## config.mk

```make
export PLATFORM = sky130hd
export DESIGN_NAME = sic_core
export DESIGN_NICKNAME = d
export VERILOG_FILES = /design/src/design/sic_pkg.sv /design/src/design/sic_prio_enc.sv /design/src/design/sic_core.sv
export SDC_FILE = /design/constraint.sdc
export NUM_CORES = 1
export LEC_CHECK = 0
export ABC_AREA = 1
export BUFFER_PORTS_ARGS = -buffer_cell sky130_fd_sc_hd__buf_2
export CAP_MARGIN = 20
export CORE_ASPECT_RATIO = 1.25
export CORE_MARGIN = 4
export CORE_UTILIZATION = 45
export DETAILED_ROUTE_END_ITERATION = 8
export MAX_ROUTING_LAYER = met4
export PLACE_DENSITY_LB_ADDON = 0.1
export SLEW_MARGIN = 0
export SYNTH_ARGS = -nofsm -noshare
export SYNTH_HDL_FRONTEND = slang
export SYNTH_SLANG_ARGS = --single-unit
export TNS_END_PERCENT = 100
```

## constraint.sdc

```tcl
create_clock -name sys_clk -period 3.11 [get_ports sys_clk]
set_input_delay 0.622 -clock sys_clk [delete_from_list [all_inputs] [get_ports sys_clk]]
set_output_delay 0.622 -clock sys_clk [all_outputs]
set_load 0.1 [all_outputs]
```

## src/design/sic_pkg.sv

```systemverilog
// constants for the stack pointer and interrupt entry/return control
// assumes an 8-bit i/o register port driven by the instruction sequencer
package sic_pkg;
	localparam logic [5:0] SIC_STACK_POINTER_LOW_ADDR  = 6'h3D;
	localparam logic [5:0] SIC_STACK_POINTER_HIGH_ADDR = 6'h3E;
	localparam logic [5:0] SIC_STATUS_FLAGS_ADDR       = 6'h3F;
	localparam logic [7:0] SIC_STACK_POINTER_RST       = 8'h00;
	localparam logic [7:0] SIC_STATUS_FLAGS_RST        = 8'h00;
	localparam int         SIC_GIE_BIT                 = 7;
	localparam int         SIC_ENTRY_CYCLES            = 4;
	localparam int         SIC_SLEEP_EXTRA_CYCLES      = 4;
	localparam int         SIC_RETURN_CYCLES           = 4;
	localparam logic [3:0] SIC_ENTRY_CNT = 4'(SIC_ENTRY_CYCLES - 1);
	localparam logic [3:0] SIC_SLEEP_CNT = 4'(SIC_ENTRY_CYCLES + SIC_SLEEP_EXTRA_CYCLES - 1);
	localparam logic [3:0] SIC_RETURN_CNT = 4'(SIC_RETURN_CYCLES - 1);
	typedef enum logic [1:0] {
		SIC_RUN    = 2'b00,
		SIC_ENTRY  = 2'b01,
		SIC_RETURN = 2'b11,
		SIC_ONE    = 2'b10
	} sic_state_type;
endpackage : sic_pkg

```

## src/design/sic_prio_enc.sv

```systemverilog
// priority picker: lowest set index wins
// assumes requests already gated by their enables
`default_nettype none
module sic_prio_enc #(
	parameter int N = 8,
	parameter int W = 3
) (
	// requests
	input  wire logic [N-1:0] req,
	// result
	output logic              any,
	output logic [W-1:0]      idx
);
	always_comb begin
		any = 1'b0;
		idx = '0;
		for (int i = N - 1; i >= 0; i--) begin
			if (req[i]) begin
				any = 1'b1;
				idx = W'(i);
			end
		end
	end
endmodule : sic_prio_enc
`default_nettype wire

```

## src/design/sic_core.sv

```systemverilog
// stack pointer registers, global enable, interrupt flags and entry/return sequencing
// assumes single-cycle instruction strobes from the sequencer, all synchronous to sys_clk
`default_nettype none
// Operation
// - stack grows downward; pointer always addresses the stack top.
// - byte push lowers the pointer by one.
// - call or interrupt entry lowers the pointer by two.
// - byte pop raises the pointer by one.
// - subroutine or interrupt return raises the pointer by two.
// - pointer is two rw byte registers at 0x3E high, 0x3D low, reset zero.
// - logic runs straight on the undivided core clock; here every register updates only while clk_en is high.
// - register-operand alu result written back within one cycle.
// - source taken only when its enable and global enable are set.
// - lower vector index has higher priority; reset highest.
// - accepting an interrupt clears the global enable.
// - global enable set inside a handler allows nested interrupts.
// - interrupt return sets the global enable.
// - event flag cleared by hardware when its vector is taken.
// - writing one to a flag clears it; zero leaves it.
// - events while disabled set and hold flags until served or cleared.
// - condition sources request only while the condition persists.
// - after interrupt return one instruction runs before another entry.
// - status flags register is neither saved nor restored automatically.
// - global disable blocks any interrupt, even one in the same cycle.
// - after global enable the next instruction runs before any entry.
// - entry takes at least four cycles, pushing the program counter.
// - entry from sleep takes four more cycles.
// - return takes four cycles, pops pc, pointer up two, enable set.
module sic_core
	import sic_pkg::*;
#(
	parameter int N_SRC = 8,
	parameter int IDX_W = 3
) (
	// clock and reset
	input  wire logic                sys_clk,
	input  wire logic                rstn,
	input  wire logic                clk_en,
	// i/o register port
	input  wire logic [5:0]          io_addr,
	input  wire logic                io_wr,
	input  wire logic [7:0]          io_wdata,
	output logic      [7:0]          io_rdata,
	// instruction strobes from the sequencer
	input  wire logic                push_byte,
	input  wire logic                pop_byte,
	input  wire logic                call_push,
	input  wire logic                sub_return,
	input  wire logic                int_return,
	input  wire logic                set_gie,
	input  wire logic                clr_gie,
	input  wire logic                instr_done,
	input  wire logic                sleeping,
	// interrupt sources
	input  wire logic [N_SRC-1:0]    src_enable,
	input  wire logic [N_SRC-1:0]    src_is_level,
	input  wire logic [N_SRC-1:0]    src_event,
	input  wire logic [N_SRC-1:0]    src_level,
	input  wire logic [N_SRC-1:0]    flag_clear,
	// outputs
	output logic      [15:0]         stack_pointer,
	output logic                     global_enable,
	output logic      [N_SRC-1:0]    flags,
	output logic                     entry_busy,
	output logic                     return_busy,
	output logic                     vector_valid,
	output logic      [IDX_W-1:0]    vector_idx
);
	logic [7:0]       sp_low_r, sp_low_nxt;
	logic [7:0]       sp_high_r, sp_high_nxt;
	logic             gie_r, gie_nxt;
	logic [N_SRC-1:0] flag_r, flag_nxt;
	sic_state_type    state_r, state_nxt;
	logic [3:0]       cnt_r, cnt_nxt;
	logic             hold_r, hold_nxt;
	logic [IDX_W-1:0] vec_r, vec_nxt;
	logic             vld_r, vld_nxt;
	logic [7:0]       rdata_r, rdata_nxt;

	wire [15:0]       sp_cur = {sp_high_r, sp_low_r};
	wire              wr_low  = io_wr && (io_addr == SIC_STACK_POINTER_LOW_ADDR);
	wire              wr_high = io_wr && (io_addr == SIC_STACK_POINTER_HIGH_ADDR);
	wire              wr_stat = io_wr && (io_addr == SIC_STATUS_FLAGS_ADDR);
	// flags of level sources are still stored but ignored; level line requests directly
	wire [N_SRC-1:0]  pend = (flag_r & ~src_is_level) | (src_level & src_is_level);
	wire [N_SRC-1:0]  req  = pend & src_enable;
	wire              any_req;
	wire [IDX_W-1:0]  pick;
	// clr_gie gates immediately; set_gie and recent return hold off one instruction
	wire              may_take = gie_r && !clr_gie && !hold_r && instr_done
	                             && (state_r == SIC_RUN);
	wire              take = may_take && any_req;
	wire [N_SRC-1:0]  take_mask = take ? (N_SRC'(1) << pick) : '0;

	sic_prio_enc #(.N(N_SRC), .W(IDX_W)) u_prio (
		.req (req),
		.any (any_req),
		.idx (pick)
	);

	always_comb begin
		logic [15:0] sp_t;
		sp_t        = sp_cur;
		state_nxt   = state_r;
		cnt_nxt     = cnt_r;
		hold_nxt    = hold_r;
		gie_nxt     = gie_r;
		vec_nxt     = vec_r;
		vld_nxt     = 1'b0;
		// stack pointer moves, downward growth
		if (push_byte)  sp_t = sp_cur - 16'h0001;
		if (pop_byte)   sp_t = sp_cur + 16'h0001;
		if (call_push)  sp_t = sp_cur - 16'h0002;
		if (sub_return) sp_t = sp_cur + 16'h0002;
		sp_low_nxt  = wr_low  ? io_wdata : sp_t[7:0];
		sp_high_nxt = wr_high ? io_wdata : sp_t[15:8];
		if (instr_done) hold_nxt = 1'b0;
		if (set_gie) begin
			gie_nxt  = 1'b1;
			hold_nxt = 1'b1;
		end
		if (clr_gie) gie_nxt = 1'b0;
		// status write carries only the global enable here; other flags live elsewhere
		if (wr_stat) gie_nxt = io_wdata[SIC_GIE_BIT];
		case (state_r)
			SIC_RUN: begin
				if (take) begin
					state_nxt = SIC_ENTRY;
					cnt_nxt   = sleeping ? SIC_SLEEP_CNT : SIC_ENTRY_CNT;
					gie_nxt   = 1'b0;
					vec_nxt   = pick;
					{sp_high_nxt, sp_low_nxt} = sp_cur - 16'h0002;
				end else if (int_return) begin
					state_nxt = SIC_RETURN;
					cnt_nxt   = SIC_RETURN_CNT;
				end
			end
			SIC_ENTRY: begin
				if (cnt_r == 4'h0) begin
					state_nxt = SIC_RUN;
					vld_nxt   = 1'b1;
				end else begin
					cnt_nxt = cnt_r - 4'h1;
				end
			end
			SIC_RETURN: begin
				if (cnt_r == 4'h0) begin
					state_nxt = SIC_ONE;
					gie_nxt   = 1'b1;
					hold_nxt  = 1'b1;
					{sp_high_nxt, sp_low_nxt} = sp_cur + 16'h0002;
				end else begin
					cnt_nxt = cnt_r - 4'h1;
				end
			end
			SIC_ONE: state_nxt = SIC_RUN;
			default: state_nxt = SIC_RUN;
		endcase
		// set beats clear; taking the vector clears an event flag
		flag_nxt = (flag_r & ~(flag_clear | take_mask)) | src_event;
		case (io_addr)
			SIC_STACK_POINTER_LOW_ADDR:  rdata_nxt = sp_low_nxt;
			SIC_STACK_POINTER_HIGH_ADDR: rdata_nxt = sp_high_nxt;
			SIC_STATUS_FLAGS_ADDR:       rdata_nxt = {gie_nxt, 7'h00};
			default:                     rdata_nxt = 8'h00;
		endcase
	end

	// one clock drives every register, each updating only while clk_en is high
	always_ff @(posedge sys_clk or negedge rstn) begin
		if (!rstn) begin
			sp_low_r  <= SIC_STACK_POINTER_RST;
			sp_high_r <= SIC_STACK_POINTER_RST;
			gie_r     <= SIC_STATUS_FLAGS_RST[SIC_GIE_BIT];
			flag_r    <= '0;
			state_r   <= SIC_RUN;
			cnt_r     <= 4'h0;
			hold_r    <= 1'b0;
			vec_r     <= '0;
			vld_r     <= 1'b0;
			rdata_r   <= 8'h00;
		end else if (clk_en) begin
			sp_low_r  <= sp_low_nxt;
			sp_high_r <= sp_high_nxt;
			gie_r     <= gie_nxt;
			flag_r    <= flag_nxt;
			state_r   <= state_nxt;
			cnt_r     <= cnt_nxt;
			hold_r    <= hold_nxt;
			vec_r     <= vec_nxt;
			vld_r     <= vld_nxt;
			rdata_r   <= rdata_nxt;
		end
	end

	logic [15:0] sp_out_r;
	logic        gie_out_r, ebusy_r, rbusy_r;
	logic [N_SRC-1:0] flags_out_r;
	always_ff @(posedge sys_clk or negedge rstn) begin
		if (!rstn) begin
			sp_out_r    <= 16'h0000;
			gie_out_r   <= 1'b0;
			flags_out_r <= '0;
			ebusy_r     <= 1'b0;
			rbusy_r     <= 1'b0;
		end else if (clk_en) begin
			sp_out_r    <= {sp_high_nxt, sp_low_nxt};
			gie_out_r   <= gie_nxt;
			flags_out_r <= flag_nxt;
			ebusy_r     <= (state_nxt == SIC_ENTRY);
			rbusy_r     <= (state_nxt == SIC_RETURN);
		end
	end

	assign stack_pointer = sp_out_r;
	assign global_enable = gie_out_r;
	assign flags         = flags_out_r;
	assign entry_busy    = ebusy_r;
	assign return_busy   = rbusy_r;
	assign vector_valid  = vld_r;
	assign vector_idx    = vec_r;
	assign io_rdata      = rdata_r;
endmodule : sic_core
`default_nettype wire

```

---- After elaboration in Yosys (flattened, before gate mapping) ----
Cells that the tools add are included.
cells by class
  add/subtract/negate cells ............... 5
  equality and inequality tests ........... 10
  shifts and indexed selects .............. 1
  mux-type cells .......................... 52
  bitwise logic cells ..................... 9
  reduce and logical (&&, ||, !) cells .... 16
operators by type and width
  kind                                                                   count
  16-bit two-way mux                                                     4
  8-bit two-way mux                                                      7
  8-bit bitwise AND                                                      4
  8-bit case mux with 2 select lines                                     2
  3-bit two-way mux                                                      9
  8-bit OR                                                               3
  8-bit case mux with 3 select lines                                     1
  1-bit two-way mux                                                      19
  6-bit == test (second input constant)                                  3
  16-bit by 1-bit adder with 16-bit output (second input constant)       1
  16-bit by 2-bit adder with 16-bit output (second input constant)       1
  8-bit inverter                                                         2
  16-bit by 1-bit subtractor with 16-bit output (second input constant)  1
  16-bit by 2-bit subtractor with 16-bit output (second input constant)  1
  4-bit two-way mux                                                      3
  1-bit logical AND                                                      8
  2-bit two-way mux                                                      4
  2-bit case mux with 4 select lines                                     1
  4-bit case mux with 2 select lines                                     1
  1-bit by 3-bit left shift with 8-bit output (first input constant)     1
  2-bit == test (second input constant)                                  3
  2-bit by 1-bit == test with 1-bit output (second input constant)       2
  4-bit logical NOT                                                      1
  4-bit AND reduction                                                    1
  9 further kinds                                                        10
word-level totals
  bits in registers ....................... 62
  bits of input ports ..................... 67
  output and inout bits ................... 39
  logic and storage cells ................. 106

---- Depth between registers and ports, before layout ----
  word-level depth ........................ 18
  mapped depth ............................ 19
  mapped depth without buffers ............ 19

---- Hierarchy ----
From an unflattened synthesis, not the netlist that was laid out.
second synthesis, totals
  cell total of the unflattened synthesis .. 745
  area total of the unflattened synthesis .. 4445.5 µm²
modules (own cells, without submodules)
  module        times used  cells each  area an instance (µm²)  seq. area each (µm²)
  sic_core      1           723         4346.7                  1151.1
  sic_prio_enc  1           22          98.8                    0.0

---- Least setup slack after synthesis ----
Ideal clock, no wire load.
  path kind ............................... register -> register
  from .................................... register sp_low_r[1]
  to ...................................... register rdata_r[5], in the netlist io_rdata[5]
  library setup time ...................... 120 ps
  arrival ................................. 2527 ps
  required time ........................... 2990 ps
  setup slack ............................. 463 ps
  stages on the path, launching flop included .. 17
  buffers on the path ..................... 0
  period minus slack after synthesis ...... 2647 ps
  path through ............................ dfrtp_1 inv_1 ha_1 nand2_1 nand4_1 a21oi_1 nand3_1 nand3_1 nand2_1 nand2_1 nand2_1 nand2_1 nand2_1 nand2_1 nand2_1 nand2_1 nand2_1
on the way
  longest elaborated chain between the ends .. 9
  elaborated cells on any way between the ends .. 17
  classes of those cells .................. add/sub: 4; mux: 13
RTL lines
  item                                           line                              text
  from (decl)                                    sic_core.sv:69                    logic [7:0] sp_low_r, sp_low_nxt;
  from (signal assigned)                         sic_core.sv:183                   sp_low_r <= sp_low_nxt;
  16-bit by 1-bit subtractor with 16-bit output  sic_core.sv:111                   if (push_byte) sp_t = sp_cur - 16'h0001;
  16-bit two-way mux                             sic_core.sv:111
  16-bit two-way mux                             sic_core.sv:112                   if (pop_byte) sp_t = sp_cur + 16'h0001;
  16-bit two-way mux                             sic_core.sv:113                   if (call_push) sp_t = sp_cur - 16'h0002;
  16-bit two-way mux                             sic_core.sv:114                   if (sub_return) sp_t = sp_cur + 16'h0002;
  8-bit two-way mux, on equally long branches    sic_core.sv:116, sic_core.sv:115
  8-bit two-way mux, on equally long branches    sic_core.sv:147, sic_core.sv:127
  8-bit case mux with 2 select lines             sic_core.sv:125                   case (state_r)
  8-bit case mux with 3 select lines *           sic_core.sv:161                   case (io_addr)
  to (signal assigned)                           sic_core.sv:192                   rdata_r <= rdata_nxt;
  to (decl)                                      sic_core.sv:78                    logic [7:0] rdata_r, rdata_nxt;
Every way passes the cells marked *; elsewhere a longest branch is shown, timed or not.
A chain may end at the register's enable or synchronous reset.

---- Final worst setup path ----
  from .................................... register sp_low_r[1]
  to ...................................... register rdata_r[1], in the netlist io_rdata[1]
Same word-level chain as after synthesis.

==> impl_metrics.py <==
metrics = {
    "routing": {
        "via_per_inst": 5.31,
        "firstDrtPassIters": 5,
        "ant_nets": 0,
        "routed_wl_um": 16600,
        "wire_per_inst_um": 16.5,
        "drcViolationCount": 0,
        "vias": 5326,
        "first_iter_violations": 376,
    },
    "place": {
        "routabilityCongestion": 0.969,
        "post-dp-hpwl_um": 13300,
        "place_ws_ns": 0.513,
        "dp.cells": 995,
        "io_buffers": 105,
    },
    "final_layout": {
        "antenna_cells": 0,
        "area_growth_pct": 16.3,
        "nFillCells": 1060,
        "drive_above_1_share": 0.169,
        "multi_input_area_mm2": 0.00292,
        "nNetsFinal": 950,
        "stdcell_count": 1003,
        "seq_area_mm2": 0.00115,
    },
    "logic_synthesis": {
        "postSynthNetCount": 860,
        "synthDistinctLibCells": 39,
        "synthSimpleGateAreaFrac": 0.429,
        "syn_avg_cell_area_um2": 5.90,
        "synth_xor_area_frac": 0.0436,
        "synth_ff_type": "dfrtp_1",
        "synth_compound_area_frac": 0.132,
        "synthMuxAreaShare": 0,
        "synth_area_mm2": 0.00462,
        "synth_adder_area_share": 0.0271,
        "synth_warnings": 0,
        "synth_top_family_by_area": "simple AND/OR/NAND/NOR gates",
        "synth-edff-count": 0,
        "ys_seq_area_frac": 0.249,
        "async_flop_share": 1.00,
        "syn-instance-count": 783,
        "ys_seq_elements": 46,
    },
    "worst_setup_path": {
        "cp_cell_sequence": "inv_1, ha_1, nand2_1, nor2_1, xor2_1, nand2_1, nand2_1, o21ai_0, nand2_1, nand2_1, nand2_1, nand2_1, nand2_1, nand2_1, nand2_1",
        "worstSetupPathType": "reg2reg",
        "worstRegToRegCells": 15,
        "start_kind": "flop",
        "crit_top_cell": "nand2_1",
        "worstSetupEndpointType": "flop",
        "worst_path_largest_cell_delay_ns": 0.49,
        "required_ns": 3.35,
        "crit_buf_inv": 1,
        "worstPathArrival_ns": 2.89,
        "cp_max_fo": 7,
        "path_depth": 15,
        "crit_family": "simple AND/OR/NAND/NOR gates",
        "crit_slowest_cell": "dfrtp_1",
    },
    "floorplanning": {
        "fp.dieArea_mm2": 0.0120,
        "num_rows": 41,
        "die_w_um": 98.6,
        "io_pins": 106,
        "start_util": 0.459,
        "coreArea_mm2": 0.0101,
        "die_y_um": 121,
    },
    "grt": {
        "grt_pass1_wl_um": 26700,
        "overflow": 0,
        "grt_pass1_vias": 5230,
        "antenna_found_initial": 0,
        "grt_max_degree": 37,
        "grt_util_all_layers": 0.292,
    },
    "timing": {
        "fmax_mhz": 377,
        "worst_slew_pin_slew_ns": 0.651,
        "finClkSkew_ns": 0.00697,
        "rsz0062_at_grt": "no",
        "fin_crit_sh": 0.853,
        "setup_tns_ns": 0,
        "drv_slew": 0,
        "period_needed_ns": 2.65,
        "hold_viol": 0,
        "setup_violations": 0,
        "setup_ws_ns": 0.458,
        "maxSlewHeadroom": 0.566,
    },
    "cts": {
        "clockRootBuffer": "clkbuf_16",
        "clkTransAtPathRegs_ns": 0.07,
        "cts_hold_buffers": 0,
        "cts_sinks": 46,
        "clk_path_buf_depth": 2,
        "post-cts-setup-buffers": 0,
        "ctsResizeCount": 0,
        "cts_buffers": 5,
        "clock_latency_ns": 0.30,
        "cts_tree": "done",
        "htree_levels": 2,
    },
    "worst_hold_path": {
        "hold_path_class": "in2async",
    },
    "pwr": {
        "finalPower_mw": 5.13,
        "peakVddDrop_uv": 543,
        "power.density_mw_per_mm2": 954,
        "p_leak_nw": 3.01,
    },
    "flow_run": {
        "drv_cap": 0,
    },
    "status": {
        "outcome": "complete, no violations",
    },
}
-- routing by layer --
layer	share of wire	up-vias	track usage	routed length [µm]
met4	0.052	0	0.151	858
met5	0	-	-	0
met3	0.061	43	0.0316	1010
li1	-	2652	-	-
met1	0.40	2402	0.346	6570
met2	0.49	229	0.489	8120
-- layout by cell type, fill, tap and decap left out, types with 3 or more instances in the layout --
cell type	instances
o21a_1	5
o211ai_1	5
nand2_4	3
o22ai_1	4
buf_2	105
buf_4	7
dfrtp_1	46
nor3_1	6
nor2_4	3
xor2_1	22
a22oi_1	4
nand2_1	298
o21ai_0	64
a21oi_1	14
nand4_1	8
ha_1	10
a31oi_1	4
nand3_2	3
inv_2	4
nand3_1	64
nor2_1	59
inv_1	101
nor2_2	6
clkbuf_16	5
nand2_2	4
-- through the flow --
| step | area, µm² | hold WS [ns] | utilization |
|---|---|---|---|
| after floorplan | 4620 | 0.326 | - |
| after global placement | 5200 | 0.462 | 0.517 |
| after detailed placement | 5200 | 0.461 | 0.517 |
| after CTS | 5370 | 0.294 | 0.534 |
| after global routing | 5370 | 0.316 | 0.534 |
| final | 5370 | 0.274 | 0.534 |
-- sequential cells by signal, indices dropped and copies added, names as in the netlist, 2 cells and up --
name and count:
sp_low_r 7, flags 8, io_rdata 8, vector_idx 3, state_r 2, cnt_r 4
sp_high_r 8
-- worst paths after layout --
check / slack [ns] / end / startpoint
setup / recovery: 0.46 / io_rdata[1] / sp_low_r[1]
hold / removal: 0.27 / sp_high_r[2] / rstn
setup reg to reg: 0.46 / io_rdata[1] / sp_low_r[1]
hold reg to reg: 0.48 / return_busy / return_busy
max in group asynchronous: 2.02 / io_rdata[4] / rstn
min in group sys_clk: 0.48 / return_busy / return_busy
-- worst register-to-register path, delay by kind of cell, from the launching register on --
kind	cells	cell delay, ns
AO/OA/AOI/OAI	1	0.11
XOR/XNOR	1	0.36
adder cells (fa/ha/maj)	1	0.28
buffers and inverters	1	0.22
flip-flops	1	0.49
AND/OR/NAND/NOR	11	1.13
-- where the power goes --
part	internal (mW)	switching (mW)
Clock	0.380	0.263
Combinational	0.809	2.60
Sequential	0.765	0.312
-- cell usage after synthesis (all sizes together), types with 5 or more instances --
master | count | share of area
nand2 | 305 | 0.25
inv | 105 | 0.085
nor2 | 68 | 0.063
nand3 | 67 | 0.076
o21ai | 66 | 0.072
dfrtp | 46 | 0.25
xor2 | 22 | 0.042
buf | 17 | 0.024
a21oi | 14 | 0.015
clkbuf | 12 | 0.0098
ha | 10 | 0.027
nand4 | 8 | 0.011
nor3 | 6 | 0.0065
o211ai | 5 | 0.0081
o21a | 5 | 0.0081
-- final cells by class --
cell class	count	area share
Tap cell	129	0.0300
Clock inverter	3	0.00838
Clock buffer	5	0.0233
Sequential cell	46	0.214
Multi-Input combinational cell	603	0.543
Inverter	105	0.0734
Timing Repair Buffer	112	0.108
-- logic make-up (layout without fill, tap and decap cells) --
group	count (synthesis)	in the layout
adders and majority gates	10	10
DFF	46	46
and+or+nand+nor	462	462
buffers and inverters	134	225
AOI/OAI and AO/OA	108	108
xor gates and xnor gates	23	23
(Power assumes the default switching activity.)
